--- src/rtl/step_decoder_params.svh ---
// Register map, field positions and reset values of the step command decoder
`ifndef STEP_DECODER_PARAMS_SVH
`define STEP_DECODER_PARAMS_SVH

// ----------------------------------------------------------------------------
// Register byte offsets
// ----------------------------------------------------------------------------
`define CTRL_OFFSET 8'h00
`define STATUS_OFFSET 8'h04
`define POSITION_OFFSET 8'h08
`define STEP_COUNT_OFFSET 8'h0c

// ----------------------------------------------------------------------------
// Control register fields
// ----------------------------------------------------------------------------
`define CTRL_MODE_BIT 0
`define CTRL_EDGE_INV_BIT 1
`define CTRL_CW_HIGH_BIT 2
`define CTRL_CCW_HIGH_BIT 3
`define CTRL_WIRING_LSB 4
`define CTRL_WIRING_MSB 5

// ----------------------------------------------------------------------------
// Status register fields
// ----------------------------------------------------------------------------
`define STAT_DRIVE_EN_BIT 0
`define STAT_DIR_BIT 1
`define STAT_STEP_LVL_BIT 2
`define STAT_DIR_LVL_BIT 3
`define STAT_ENA_LVL_BIT 4
`define STAT_COLLISION_BIT 5
`define STAT_FALLING_BIT 6

// ----------------------------------------------------------------------------
// Reset values
// ----------------------------------------------------------------------------
`define CTRL_EDGE_INV_RESET 1'h0
`define CTRL_CW_HIGH_RESET 1'h1
`define CTRL_CCW_HIGH_RESET 1'h1
`define POSITION_RESET 32'h0000_0000
`define STEP_COUNT_RESET 32'h0000_0000

`endif

--- src/rtl/step_decoder_pkg.sv ---
// Types shared by the step command decoder modules
package step_decoder_pkg;

	// ------------------------------------------------------------------------
	// Modes and wiring
	// ------------------------------------------------------------------------
	typedef enum logic [0:0] {MODE_STEP_DIR, MODE_DUAL_PULSE} cmd_mode_t;
	typedef enum logic [1:0] {WIRING_SINKING, WIRING_SOURCING, WIRING_DIFFERENTIAL, WIRING_RESERVED} wiring_t;

	// ------------------------------------------------------------------------
	// State records
	// ------------------------------------------------------------------------
	typedef struct packed {
		logic meta;
		logic lvl;
		logic prev;
	} sync_state_t;

	typedef struct packed {
		cmd_mode_t mode;
		logic edge_inv;
		logic cw_high;
		logic ccw_high;
		wiring_t wiring;
		logic [31:0] position;
		logic [31:0] step_count;
		logic collision;
		logic ack;
		logic [31:0] rdata;
		logic step_pulse;
		logic step_dir;
		logic drive_en;
	} dec_state_t;

endpackage : step_decoder_pkg
--- src/rtl/input_sync.sv ---
// Two-stage synchroniser with one history stage for edge detection
`timescale 1ns/1ps
module input_sync
	import step_decoder_pkg::*;
(
	input wire logic clk,
	input wire logic rst,
	input wire logic pin,
	output logic lvl,
	output logic prev
);

	sync_state_t st_reg;
	sync_state_t st_next;

	// ------------------------------------------------------------------------
	// Stages
	// ------------------------------------------------------------------------
	always_comb begin
		st_next = st_reg;
		st_next.meta = pin;
		st_next.lvl = st_reg.meta;
		st_next.prev = st_reg.lvl;
	end

	always_ff @(posedge clk) begin
		if (rst) begin
			// History loaded with the pin, so a level held through reset is no edge
			st_reg.meta <= pin;
			st_reg.lvl <= pin;
			st_reg.prev <= pin;
		end else begin
			st_reg <= st_next;
		end
	end

	assign lvl = st_reg.lvl;
	assign prev = st_reg.prev;

endmodule : input_sync

--- src/rtl/step_command_input_decoder.sv ---
// Step command input decoder with classic Wishbone register slave
// Contract
// - Step/dir mode: each selected step edge steps
// - Step/dir mode: direction level picks rotation
// - Dual mode: step input pulses mean clockwise
// - Dual mode: direction input pulses mean counterclockwise
// - Dual mode: pulse active level configurable
// - Sinking wiring: enable high enables drive
// - Sourcing/differential wiring: enable low enables drive
// - Default: step/dir mode, rising edge
// - Sourcing wiring default edge is falling
// - Exactly three command inputs: step, direction, enable
`timescale 1ns/1ps
`include "step_decoder_params.svh"
module step_command_input_decoder
	import step_decoder_pkg::*;
(
	input wire logic clk,
	input wire logic rst,
	input wire logic step_pulse_input,
	input wire logic dir_input,
	input wire logic drive_enable_input,
	input wire logic wb_cyc_i,
	input wire logic wb_stb_i,
	input wire logic wb_we_i,
	input wire logic [7:0] wb_adr_i,
	input wire logic [3:0] wb_sel_i,
	input wire logic [31:0] wb_dat_i,
	output logic [31:0] wb_dat_o,
	output logic wb_ack_o,
	output logic step_pulse,
	output logic step_dir,
	output logic drive_enabled
);

	dec_state_t st_reg;
	dec_state_t st_next;

	logic step_lvl;
	logic step_prev;
	logic dir_lvl;
	logic dir_prev;
	logic ena_lvl;
	logic step_rise;
	logic step_fall;
	logic dir_rise;
	logic dir_fall;
	logic falling_sel;
	logic sd_hit;
	logic cw_hit;
	logic ccw_hit;
	logic bus_req;
	logic bus_wr;
	logic [31:0] status_word;
	logic [31:0] ctrl_word;

	// ------------------------------------------------------------------------
	// Input synchronisers
	// ------------------------------------------------------------------------
	input_sync u_sync_step (
		.clk(clk),
		.rst(rst),
		.pin(step_pulse_input),
		.lvl(step_lvl),
		.prev(step_prev)
	);

	input_sync u_sync_dir (
		.clk(clk),
		.rst(rst),
		.pin(dir_input),
		.lvl(dir_lvl),
		.prev(dir_prev)
	);

	input_sync u_sync_ena (
		.clk(clk),
		.rst(rst),
		.pin(drive_enable_input),
		.lvl(ena_lvl),
		.prev()
	);

	// ------------------------------------------------------------------------
	// Edge qualification
	// ------------------------------------------------------------------------
	assign step_rise = step_lvl & ~step_prev;
	assign step_fall = ~step_lvl & step_prev;
	assign dir_rise = dir_lvl & ~dir_prev;
	assign dir_fall = ~dir_lvl & dir_prev;

	// Sourcing wiring flips the default edge
	assign falling_sel = (st_reg.wiring == WIRING_SOURCING) ^ st_reg.edge_inv;
	assign sd_hit = (st_reg.mode == MODE_STEP_DIR) & (falling_sel ? step_fall : step_rise);
	assign cw_hit = (st_reg.mode == MODE_DUAL_PULSE) & (st_reg.cw_high ? step_rise : step_fall);
	assign ccw_hit = (st_reg.mode == MODE_DUAL_PULSE) & (st_reg.ccw_high ? dir_rise : dir_fall);

	// ------------------------------------------------------------------------
	// Bus decode helpers
	// ------------------------------------------------------------------------
	assign bus_req = wb_cyc_i & wb_stb_i;
	assign bus_wr = bus_req & wb_we_i & st_reg.ack;

	always_comb begin
		ctrl_word = 32'h0000_0000;
		ctrl_word[`CTRL_MODE_BIT] = st_reg.mode;
		ctrl_word[`CTRL_EDGE_INV_BIT] = st_reg.edge_inv;
		ctrl_word[`CTRL_CW_HIGH_BIT] = st_reg.cw_high;
		ctrl_word[`CTRL_CCW_HIGH_BIT] = st_reg.ccw_high;
		ctrl_word[`CTRL_WIRING_MSB:`CTRL_WIRING_LSB] = st_reg.wiring;
	end

	always_comb begin
		status_word = 32'h0000_0000;
		status_word[`STAT_DRIVE_EN_BIT] = st_reg.drive_en;
		status_word[`STAT_DIR_BIT] = st_reg.step_dir;
		status_word[`STAT_STEP_LVL_BIT] = step_lvl;
		status_word[`STAT_DIR_LVL_BIT] = dir_lvl;
		status_word[`STAT_ENA_LVL_BIT] = ena_lvl;
		status_word[`STAT_COLLISION_BIT] = st_reg.collision;
		status_word[`STAT_FALLING_BIT] = falling_sel;
	end

	// ------------------------------------------------------------------------
	// Next state
	// ------------------------------------------------------------------------
	always_comb begin
		st_next = st_reg;
		st_next.ack = bus_req & ~st_reg.ack;
		st_next.step_pulse = 1'b0;

		// Read data captured with the request, held through ack
		if (bus_req & ~st_reg.ack & ~wb_we_i) begin
			if (wb_adr_i == `CTRL_OFFSET) begin
				st_next.rdata = ctrl_word;
			end else if (wb_adr_i == `STATUS_OFFSET) begin
				st_next.rdata = status_word;
			end else if (wb_adr_i == `POSITION_OFFSET) begin
				st_next.rdata = st_reg.position;
			end else if (wb_adr_i == `STEP_COUNT_OFFSET) begin
				st_next.rdata = st_reg.step_count;
			end else begin
				st_next.rdata = 32'h0000_0000;
			end
		end

		// Step generation
		if (sd_hit) begin
			st_next.step_pulse = 1'b1;
			st_next.step_dir = dir_lvl;
		end else if (cw_hit & ~ccw_hit) begin
			st_next.step_pulse = 1'b1;
			st_next.step_dir = 1'b0;
		end else if (ccw_hit & ~cw_hit) begin
			st_next.step_pulse = 1'b1;
			st_next.step_dir = 1'b1;
		end

		if (st_next.step_pulse) begin
			st_next.position = st_next.step_dir ? st_reg.position - 32'h0000_0001
				: st_reg.position + 32'h0000_0001;
			st_next.step_count = st_reg.step_count + 32'h0000_0001;
		end

		// Drive enable polarity follows wiring
		if (st_reg.wiring == WIRING_SINKING) begin
			st_next.drive_en = ena_lvl;
		end else begin
			st_next.drive_en = ~ena_lvl;
		end

		// Register writes, committed on the ack edge
		if (bus_wr) begin
			if (wb_adr_i == `CTRL_OFFSET) begin
				if (wb_sel_i[0]) begin
					st_next.mode = cmd_mode_t'(wb_dat_i[`CTRL_MODE_BIT]);
					st_next.edge_inv = wb_dat_i[`CTRL_EDGE_INV_BIT];
					st_next.cw_high = wb_dat_i[`CTRL_CW_HIGH_BIT];
					st_next.ccw_high = wb_dat_i[`CTRL_CCW_HIGH_BIT];
					st_next.wiring = wiring_t'(wb_dat_i[`CTRL_WIRING_MSB:`CTRL_WIRING_LSB]);
				end
			end else if (wb_adr_i == `STATUS_OFFSET) begin
				if (wb_sel_i[0] & wb_dat_i[`STAT_COLLISION_BIT]) begin
					st_next.collision = 1'b0;
				end
			end else if (wb_adr_i == `POSITION_OFFSET) begin
				for (int i = 0; i < 4; i++) begin
					if (wb_sel_i[i]) begin
						st_next.position[i*8 +: 8] = wb_dat_i[i*8 +: 8];
					end
				end
			end else if (wb_adr_i == `STEP_COUNT_OFFSET) begin
				st_next.step_count = `STEP_COUNT_RESET;
			end
		end

		// Simultaneous opposite pulses cancel; flag set beats clear
		if (cw_hit & ccw_hit) begin
			st_next.collision = 1'b1;
		end
	end

	// ------------------------------------------------------------------------
	// State register
	// ------------------------------------------------------------------------
	always_ff @(posedge clk) begin
		if (rst) begin
			st_reg <= '0;
			st_reg.mode <= MODE_STEP_DIR;
			st_reg.edge_inv <= `CTRL_EDGE_INV_RESET;
			st_reg.cw_high <= `CTRL_CW_HIGH_RESET;
			st_reg.ccw_high <= `CTRL_CCW_HIGH_RESET;
			st_reg.wiring <= WIRING_SINKING;
			st_reg.position <= `POSITION_RESET;
			st_reg.step_count <= `STEP_COUNT_RESET;
		end else begin
			st_reg <= st_next;
		end
	end

	assign wb_dat_o = st_reg.rdata;
	assign wb_ack_o = st_reg.ack;
	assign step_pulse = st_reg.step_pulse;
	assign step_dir = st_reg.step_dir;
	assign drive_enabled = st_reg.drive_en;

	// ------------------------------------------------------------------------
	// Assertions
	// ------------------------------------------------------------------------
	property p_sd_step;
		@(posedge clk) disable iff (rst)
		(st_reg.mode == MODE_STEP_DIR && !falling_sel && step_rise) |=> step_pulse;
	endproperty
	a_sd_step: assert property (p_sd_step) else $error("step edge did not produce a step");

	property p_sd_dir;
		@(posedge clk) disable iff (rst)
		sd_hit |=> (step_dir == $past(dir_lvl));
	endproperty
	a_sd_dir: assert property (p_sd_dir) else $error("direction does not follow dir level");

	property p_cw;
		@(posedge clk) disable iff (rst)
		(st_reg.mode == MODE_DUAL_PULSE && st_reg.cw_high && step_rise && !ccw_hit) |=> (step_pulse && !step_dir);
	endproperty
	a_cw: assert property (p_cw) else $error("clockwise pulse not decoded");

	property p_ccw;
		@(posedge clk) disable iff (rst)
		(st_reg.mode == MODE_DUAL_PULSE && st_reg.ccw_high && dir_rise && !cw_hit) |=> (step_pulse && step_dir);
	endproperty
	a_ccw: assert property (p_ccw) else $error("counterclockwise pulse not decoded");

	property p_low_level;
		@(posedge clk) disable iff (rst)
		(st_reg.mode == MODE_DUAL_PULSE && !st_reg.cw_high && step_fall && !ccw_hit) ##1 1'b1
		|-> (step_pulse && !step_dir);
	endproperty
	a_low_level: assert property (p_low_level) else $error("low active clockwise pulse missed");

	property p_ena_sink;
		@(posedge clk) disable iff (rst)
		(st_reg.wiring == WIRING_SINKING) |=> (drive_enabled == $past(ena_lvl));
	endproperty
	a_ena_sink: assert property (p_ena_sink) else $error("sinking enable polarity wrong");

	property p_ena_src;
		@(posedge clk) disable iff (rst)
		(st_reg.wiring != WIRING_SINKING) |=> (drive_enabled == !$past(ena_lvl));
	endproperty
	a_ena_src: assert property (p_ena_src) else $error("sourcing enable polarity wrong");

	property p_defaults;
		@(posedge clk)
		$fell(rst) |-> (st_reg.mode == MODE_STEP_DIR && !falling_sel);
	endproperty
	a_defaults: assert property (p_defaults) else $error("reset default not step/dir rising");

	property p_src_fall;
		@(posedge clk) disable iff (rst)
		(st_reg.mode == MODE_STEP_DIR && st_reg.wiring == WIRING_SOURCING && !st_reg.edge_inv && step_fall)
		|=> step_pulse;
	endproperty
	a_src_fall: assert property (p_src_fall) else $error("sourcing falling edge not stepped");

	property p_one_step;
		@(posedge clk) disable iff (rst)
		step_pulse |-> ($past(step_lvl) != $past(step_prev) || $past(dir_lvl) != $past(dir_prev))
			&& ($past(st_reg.mode) == MODE_DUAL_PULSE || !$past(step_pulse));
	endproperty
	a_one_step: assert property (p_one_step) else $error("step without one synchronised edge");

	property p_bus_ack;
		@(posedge clk) disable iff (rst)
		(bus_req && !wb_ack_o) |=> wb_ack_o ##1 !wb_ack_o;
	endproperty
	a_bus_ack: assert property (p_bus_ack) else $error("ack not a single cycle after request");

endmodule : step_command_input_decoder

--- config.mk ---
export PLATFORM = sky130hd
export DESIGN_NAME = step_command_input_decoder
export DESIGN_NICKNAME = d
export VERILOG_FILES = /design/src/rtl/step_decoder_pkg.sv /design/src/rtl/input_sync.sv /design/src/rtl/step_command_input_decoder.sv
export VERILOG_INCLUDE_DIRS = /design/src /design/src/rtl
export SDC_FILE = /design/constraint.sdc
export NUM_CORES = 1
export LEC_CHECK = 0
export BUFFER_PORTS_ARGS = -buffer_cell sky130_fd_sc_hd__buf_2
export CORE_MARGIN = 1
export CORE_UTILIZATION = 56
export DETAILED_ROUTE_END_ITERATION = 12
export GPL_ROUTABILITY_DRIVEN = 1
export HOLD_SLACK_MARGIN = 0.02
export PLACE_DENSITY = 0.84
export SLEW_MARGIN = 10
export SYNTH_ARGS = -nofsm -noshare
export SYNTH_HDL_FRONTEND = slang
export SYNTH_HIERARCHICAL = 1
export SYNTH_SLANG_ARGS = --single-unit
--- constraint.sdc ---
create_clock -name clk -period 8.38 [get_ports clk]
set_input_delay 1.676 -clock clk [delete_from_list [all_inputs] [get_ports clk]]
set_output_delay 1.676 -clock clk [all_outputs]
set_load 0.01 [all_outputs]
# Word level (Yosys, flattened, before mapping)

Cells that the tools add are included.
W data, S select, Z words.

Register bits after elaboration: 115
Input bits: 52
Output and inout port bits: 36

$add $sub $neg: 3
Equality and inequality tests: 5
Multiplexer cells: 29
Bitwise operators: 27
Reduce and logical (&&, ||, !) cells: 7

Operators by type and width:

| kind                    | number |
|---|---|
| $mux W32                | 8 |
| $mux W65                | 2 |
| $mux W64                | 2 |
| $add A32 B1 Y32 const B | 2 |
| $mux W8                 | 4 |
| $sub A32 B1 Y32 const B | 1 |
| $and A1 B1 Y1           | 16 |
| $eq A8 B4 Y1 const B    | 2 |
| $mux W2                 | 6 |
| $not A1 Y1              | 10 |
| $eq A8 B3 Y1 const B    | 1 |
| $logic_not A8 Y1        | 1 |
| $mux W1                 | 7 |
| $reduce_bool A2 Y1      | 3 |
| $reduce_and A4 Y1       | 1 |
| $reduce_and A3 Y1       | 1 |
| $eq A2 B1 Y1 const B    | 1 |
| $logic_not A2 Y1        | 1 |
| $ne A2 B1 Y1 const B    | 1 |
| $xor A1 B1 Y1           | 1 |

# Depth between registers and ports, before layout

Gate-level depths: netlist of the first run.

Depth in word-level cells: 17
Mapped depth: 20
Gate-level depth less buffers: 19

# Modules after synthesis

Netlist of the first run, hierarchy kept.

Modules (own cells, without submodules):

| module                     | times used | cells each | area each (um^2) | sequential area each (um^2) |
|---|---|---|---|---|
| step_command_input_decoder | 1          | 830        | 6,718.9          | 2,142.1 |
| input_sync                 | 3          | 5          | 82.6             | 60.1 |

# Worst setup path before layout of the first run

Ideal clock, no wire load.

Path type: register to register
Start point: register st_reg (netlist bit ctrl_word[4])
End point: register st_reg[98] in the netlist's numbering
Arrival: 4.192 ns
Slack: 4.073 ns
Stages on the path, launching flop included: 15
Period minus slack after synthesis: 4.307 ns
Cells stage by stage: dfxtp_1 > nor2b_1 > xnor2_1 > mux2i_1 > mux2i_1 > inv_1 > ha_1 > a211o_1 > a21oi_4 > a2111oi_2 > or4_4 > a21oi_1 > o21ai_1 > mux2i_1 > a2111oi_0

RTL lines:

| what                   | RTL line                          | RTL |
|---|---|---|
| from (decl)            | step_command_input_decoder.sv:36  | `dec_state_t st_reg;` |
| from (signal assigned) | step_command_input_decoder.sv:217 | `st_reg <= st_next;` |

==> flow_metrics.tcl, run 1 <==
set metrics [dict create \
    ant_nets 0 \
    setup_ws_ps 3360 \
    crit_chain "nor2b_1 -> xnor2_1 -> mux2i_1 -> mux2i_1 -> inv_1 -> ha_1 -> o211a_1 -> a21oi_4 -> a2111oi_2 -> or4_4 -> a21oi_1 -> o21ai_1 -> mux2i_1 -> a2111oi_0" \
    max_clock_freq_mhz 199 \
    ios 88 \
    layout_min_cycle_time_ps 5020 \
    core_area_mm2 0.0121 \
    htreeDepth 4 \
    slew-limit-headroom_pct 29.1 \
    crit_family "compound AO/OA/AOI/OAI gates" \
    drt-vias-per-instance 6.09 \
    critPathBufInv 1 \
    ys_warn_count 6 \
    cts_setup_buffers 0 \
    wl_mm 17.5 \
    pre_cts_ws_ps 3410 \
    fin_skew_ps 11.2 \
    cts_sinks 115 \
    num_antenna_cells 0 \
    worstSetupEndpoint "st_reg[98]$_SDFF_PP0_" \
    setup_viol 0 \
    insertion_delay_ps 420 \
    cp.depth 14 \
    fin_crit_sh_pct 59.9 \
    numCtsBuffers 17 \
    fillers 1010 \
    cts.repair.resized 0 \
    cp_max_fo 31 \
    slowest_stage "inv_1" \
    r2r_end "st_reg[98]$_SDFF_PP0_" \
    power_density_mw_per_mm2 200 \
    gp_congestion 0.932 \
    synth_cells 843 \
    hold_viol 0 \
    hold_class "reg2reg" \
    first_pass_iters 5 \
    syn_avg_cell_area_um2 8.23 \
    initial_core_util_pct 57.5 \
    routedWlPerCell_um 16.6 \
    layout.nets 962 \
    max_slew.worst_pin.slew_ps 1060 \
    num_vias 6416 \
    first_iter_violations 474 \
    final.setup.tns_ps 0 \
    drc 0 \
    largest_register_ffs 65 \
    final_common_cell "nor2_1" \
    rsz0062_at_grt "no" \
    std_cell_rows 40 \
    use_met2_pct 45.1 \
    required_ps 8680 \
    r2r-start "ctrl_word[4]$_SDFFE_PP0P_" \
    critPathMostFrequentCell "mux2i_1" \
    status "complete, no violations" \
    crit_start "ctrl_word[4]$_SDFFE_PP0P_" \
    die_area_mm2 0.0128 \
    area_delta_synth_final_pct 12.2 \
    finalNonFillerCells 1054 \
    grt_use_met1_pct 36.0 \
    antenna_found_initial 0 \
    met3_usage_pct 7.12 \
    worstRegToRegCells 14 \
    cp-start-kind "flop" \
    slew_violations 0 \
    clockBufferDepth 2 \
    cts_tree "yes" \
    drive_above_1_share_pct 16.9 \
    mostFrequentLayoutCells "117 x nor2_1, 115 x dfxtp_1, 87 x buf_2" \
    path_clk_slew_ps 50 \
    io_buffer_count 87 \
    synth_fp_nets 931 \
    grt_max_degree 82 \
    path_class "reg2reg" \
    end_kind "flop" \
    hpwl_mm 12.3 \
    place_inst 1023 \
    grt_pass1_wl_mm 28.4 \
    critical_path_arrival_ps 5320 \
    grt_use_total_pct 28.3 \
    clockRootBuffer "clkbuf_16" \
    leakagePower_nw 3.30 \
    worst_path_largest_cell_delay_ps 590 \
    max-cap-violations 0 \
    die_w_um 113 \
    top_usage_layer "met2" \
    fp.dieH_um 113 \
    r2r_setup_slack_ps 3360 \
    netlist_area_mm2 0.00694 \
    grt_overflow 0 \
    ir_drop_uv 146 \
    grt_pass1_vias 5891 \
    cts_hold_buf 0 \
]
report_power, final:
group	internal [mW]	switching, mW	total (mW)
clock	0.472	0.251	0.722
sequential	0.571	0.0259	0.597
combinational	0.0981	0.139	0.238
routing by layer:
layer,up-vias,share of wire [%]
met1,3030,44
met2,241,46
met5,-,0
met4,0,3.1
li1,3094,-
met3,51,7.5
final cells by class:
type | instances | area (um^2) | share of cell area (%)
multi-input cells | 629 | 4120 | 53.0
flip-flops and latches | 115 | 2300 | 29.6
clock buffers | 22 | 494 | 6.35
repair buffers | 94 | 488 | 6.27
well taps | 168 | 210 | 2.70
clock inverters | 9 | 103 | 1.32
inverters | 17 | 63.8 | 0.820
worst min-delay path by stage:
stage,startpoint,end,slack (ps),cells past startpoint
2_1_floorplan,u_sync_dir/st_next[1]$_DFF_P_,u_sync_dir/lvl$_DFF_P_,430,1
3_3_place_gp,u_sync_dir/st_next[1]$_DFF_P_,u_sync_dir/lvl$_DFF_P_,440,1
3_5_place_dp,u_sync_ena/st_next[1]$_DFF_P_,u_sync_ena/lvl$_DFF_P_,450,1
4_1_cts,u_sync_ena/st_next[1]$_DFF_P_,u_sync_ena/lvl$_DFF_P_,460,1
5_1_grt,u_sync_step/st_next[1]$_DFF_P_,u_sync_step/lvl$_DFF_P_,490,1
6_report,u_sync_ena/st_next[1]$_DFF_P_,u_sync_ena/lvl$_DFF_P_,470,1
through the flow:
stage               instance area [um^2]  power [mW]  utilization [%]  hold slack (ps)
floorplan                           6940       0.781                -              434
global placement                    7190       0.834             59.6              439
detailed placement                  7190       0.838             59.6              448
CTS                                 7780        1.56             64.5              464
global route                        7780        1.61             64.5              491
finish                              7780        1.56             64.5              467
worst reg2reg max path: stages, from the launching register on:
cell and delay, ps:
dfxtp_1 360, nor2b_1 190, xnor2_1 180, mux2i_1 460, mux2i_1 450, inv_1 590, ha_1 570, o211a_1 270
a21oi_4 200, a2111oi_2 100, or4_4 580, a21oi_1 280, o21ai_1 170, mux2i_1 140, a2111oi_0 370
No activity file was read; power rests on OpenSTA's default activity.
==> run 2: changes to the inputs <==
==> constraint.sdc (replaced) <==
create_clock -name clk -period 5.1 [get_ports clk]
set_input_delay 1.02 -clock clk [delete_from_list [all_inputs] [get_ports clk]]
set_output_delay 1.02 -clock clk [all_outputs]
set_load 0.01 [all_outputs]
==> run 2 against run 1 <==
  * Core utilization down 0.093 points
  * Sequential power up 64%
  * Sequential share of layout area about the same
  * Critical endpoint unchanged
  * Highest routed layer unchanged
==> flow_metrics.tcl, run 2 (synthesis results as in run 1) <==
set metrics [dict create \
    status "complete, no violations" \
    layout_min_cycle_time_ps 4690 \
    antenna_found_initial 0 \
    numCtsBuffers 17 \
    grt_overflow 0 \
    cts.repair.resized 0 \
    cts_setup_buffers 0 \
    std_cell_rows 40 \
    first_iter_violations 697 \
    cts_tree "yes" \
    setup_viol 0 \
    wl_mm 18.2 \
    die_area_mm2 0.0128 \
    grt_max_degree 45 \
    max-cap-violations 0 \
    crit_start "ctrl_word[4]$_SDFFE_PP0P_" \
    dpl-instance-area_mm2 0.00720 \
    htreeDepth 4 \
    worstRegToRegCells 15 \
    initial_core_util_pct 57.5 \
    insertion_delay_ps 420 \
    fin_skew_ps 6.83 \
    rsz0062_at_grt "no" \
    hold_slack_ps 468 \
    critical_path_arrival_ps 4980 \
    fin_crit_sh_pct 92.0 \
    power_density_mw_per_mm2 326 \
    worstSetupEndpoint "st_reg[98]$_SDFF_PP0_" \
    grt_use_total_pct 29.6 \
    clockRootBuffer "clkbuf_16" \
    num_vias 6550 \
    layout.nets 964 \
    die_w_um 113 \
    core_area_mm2 0.0121 \
    final_area_mm2 0.00777 \
    cts_sinks 115 \
    end_kind "flop" \
    final_common_cell "nor2_1" \
    ios 88 \
    hold_class "reg2reg" \
    grt_pass1_vias 6124 \
    mostFrequentLayoutCells "117 x nor2_1, 115 x dfxtp_1, 87 x buf_2" \
    first_pass_iters 5 \
    cp-start-kind "flop" \
    drive_above_1_share_pct 16.6 \
    largest_register_ffs 65 \
    place_inst 1025 \
    fp.dieH_um 113 \
    gp_congestion 0.967 \
    area_delta_synth_final_pct 12.1 \
    required_ps 5380 \
    p_total_mw 2.54 \
    drc 0 \
    slew-limit-headroom_pct 25.2 \
    hold_viol 0 \
    cp_max_fo 18 \
    path_class "reg2reg" \
    clockBufferDepth 2 \
    drt-vias-per-instance 6.21 \
    ant_nets 0 \
    path_clk_slew_ps 50 \
    max_slew.worst_pin.slew_ps 1120 \
    r2r_end "st_reg[98]$_SDFF_PP0_" \
    slew_violations 0 \
    hpwl_mm 12.8 \
    r2r_setup_slack_ps 410 \
    grt_pass1_wl_mm 30.0 \
    leakagePower_nw 3.30 \
    ir_drop_uv 161 \
    routedWlPerCell_um 17.3 \
    final.setup.tns_ps 0 \
    io_buffer_count 87 \
    fillers 1015 \
    max_clock_freq_mhz 213 \
    r2r-start "ctrl_word[4]$_SDFFE_PP0P_" \
    cts_hold_buf 0 \
    num_antenna_cells 0 \
    finalNonFillerCells 1055 \
]
## run 2: cell types whose count changed in the layout (fill, tap and decap cells not counted), sizes merged
| cell | previous run | this run |
|---|---|---|
| clkinvlp | 3 | 0 |
| buf | 94 | 96 |
| clkbuf | 22 | 25 |
| clkinv | 4 | 3 |
## run 2: metrics by stage
step / setup slack, ps / util (%)
detailed placement: 618 / 59.7
global placement: 718 / 59.7
global route: 153 / 64.4
floorplan: 793 / -
CTS: 457 / 64.4
finish: 407 / 64.4
## run 2: worst max-delay path, cell delays in order, from the launching register on
cell	delay, ps
dfxtp_1	360
nor2b_1	170
xnor2_1	170
mux2i_1	450
mux2i_1	140
buf_4	170
inv_1	370
buf_4	330
ha_1	350
a21o_1	190
a211o_1	310
or4_4	440
a21oi_1	290
o21ai_1	210
mux2i_1	160
a2111oi_0	440
## run 2: worst min path at each step
stage | from | end | cells past startpoint
2_1_floorplan | u_sync_dir/st_next[1]$_DFF_P_ | u_sync_dir/lvl$_DFF_P_ | 1
4_1_cts | u_sync_dir/st_next[1]$_DFF_P_ | u_sync_dir/lvl$_DFF_P_ | 1
3_5_place_dp | u_sync_ena/st_next[1]$_DFF_P_ | u_sync_ena/lvl$_DFF_P_ | 1
6_report | u_sync_ena/st_next[1]$_DFF_P_ | u_sync_ena/lvl$_DFF_P_ | 1
3_3_place_gp | u_sync_ena/st_next[1]$_DFF_P_ | u_sync_ena/lvl$_DFF_P_ | 1
5_1_grt | u_sync_dir/st_next[1]$_DFF_P_ | u_sync_dir/lvl$_DFF_P_ | 1
## run 2: area by class of cell
| type | count | area (um^2) | share of cell area (%) |
|---|---|---|---|
| multi-input combinational | 629 | 4120 | 53.0 |
| clock inverter | 5 | 75.1 | 0.966 |
| sequential | 115 | 2300 | 29.6 |
| inverter | 17 | 63.8 | 0.821 |
| timing repair buffer | 96 | 503 | 6.47 |
| clock buffer | 25 | 495 | 6.37 |
| tap | 168 | 210 | 2.70 |
## run 2: where the power goes
group | internal, mW | total (mW) | switching (mW)
logic | 0.165 | 0.404 | 0.240
clock network | 0.761 | 1.15 | 0.390
registers | 0.939 | 0.980 | 0.0414
total | 1.86 | 2.54 | 0.671
## run 2: layer usage
metal	GRT usage [%]	vias up	share of wire (%)
met2	45.8	310	44
met1	39.7	3081	43
met5	0	-	0
met4	12.5	0	2.8
met3	6.64	50	9.6
li1	-	3109	-
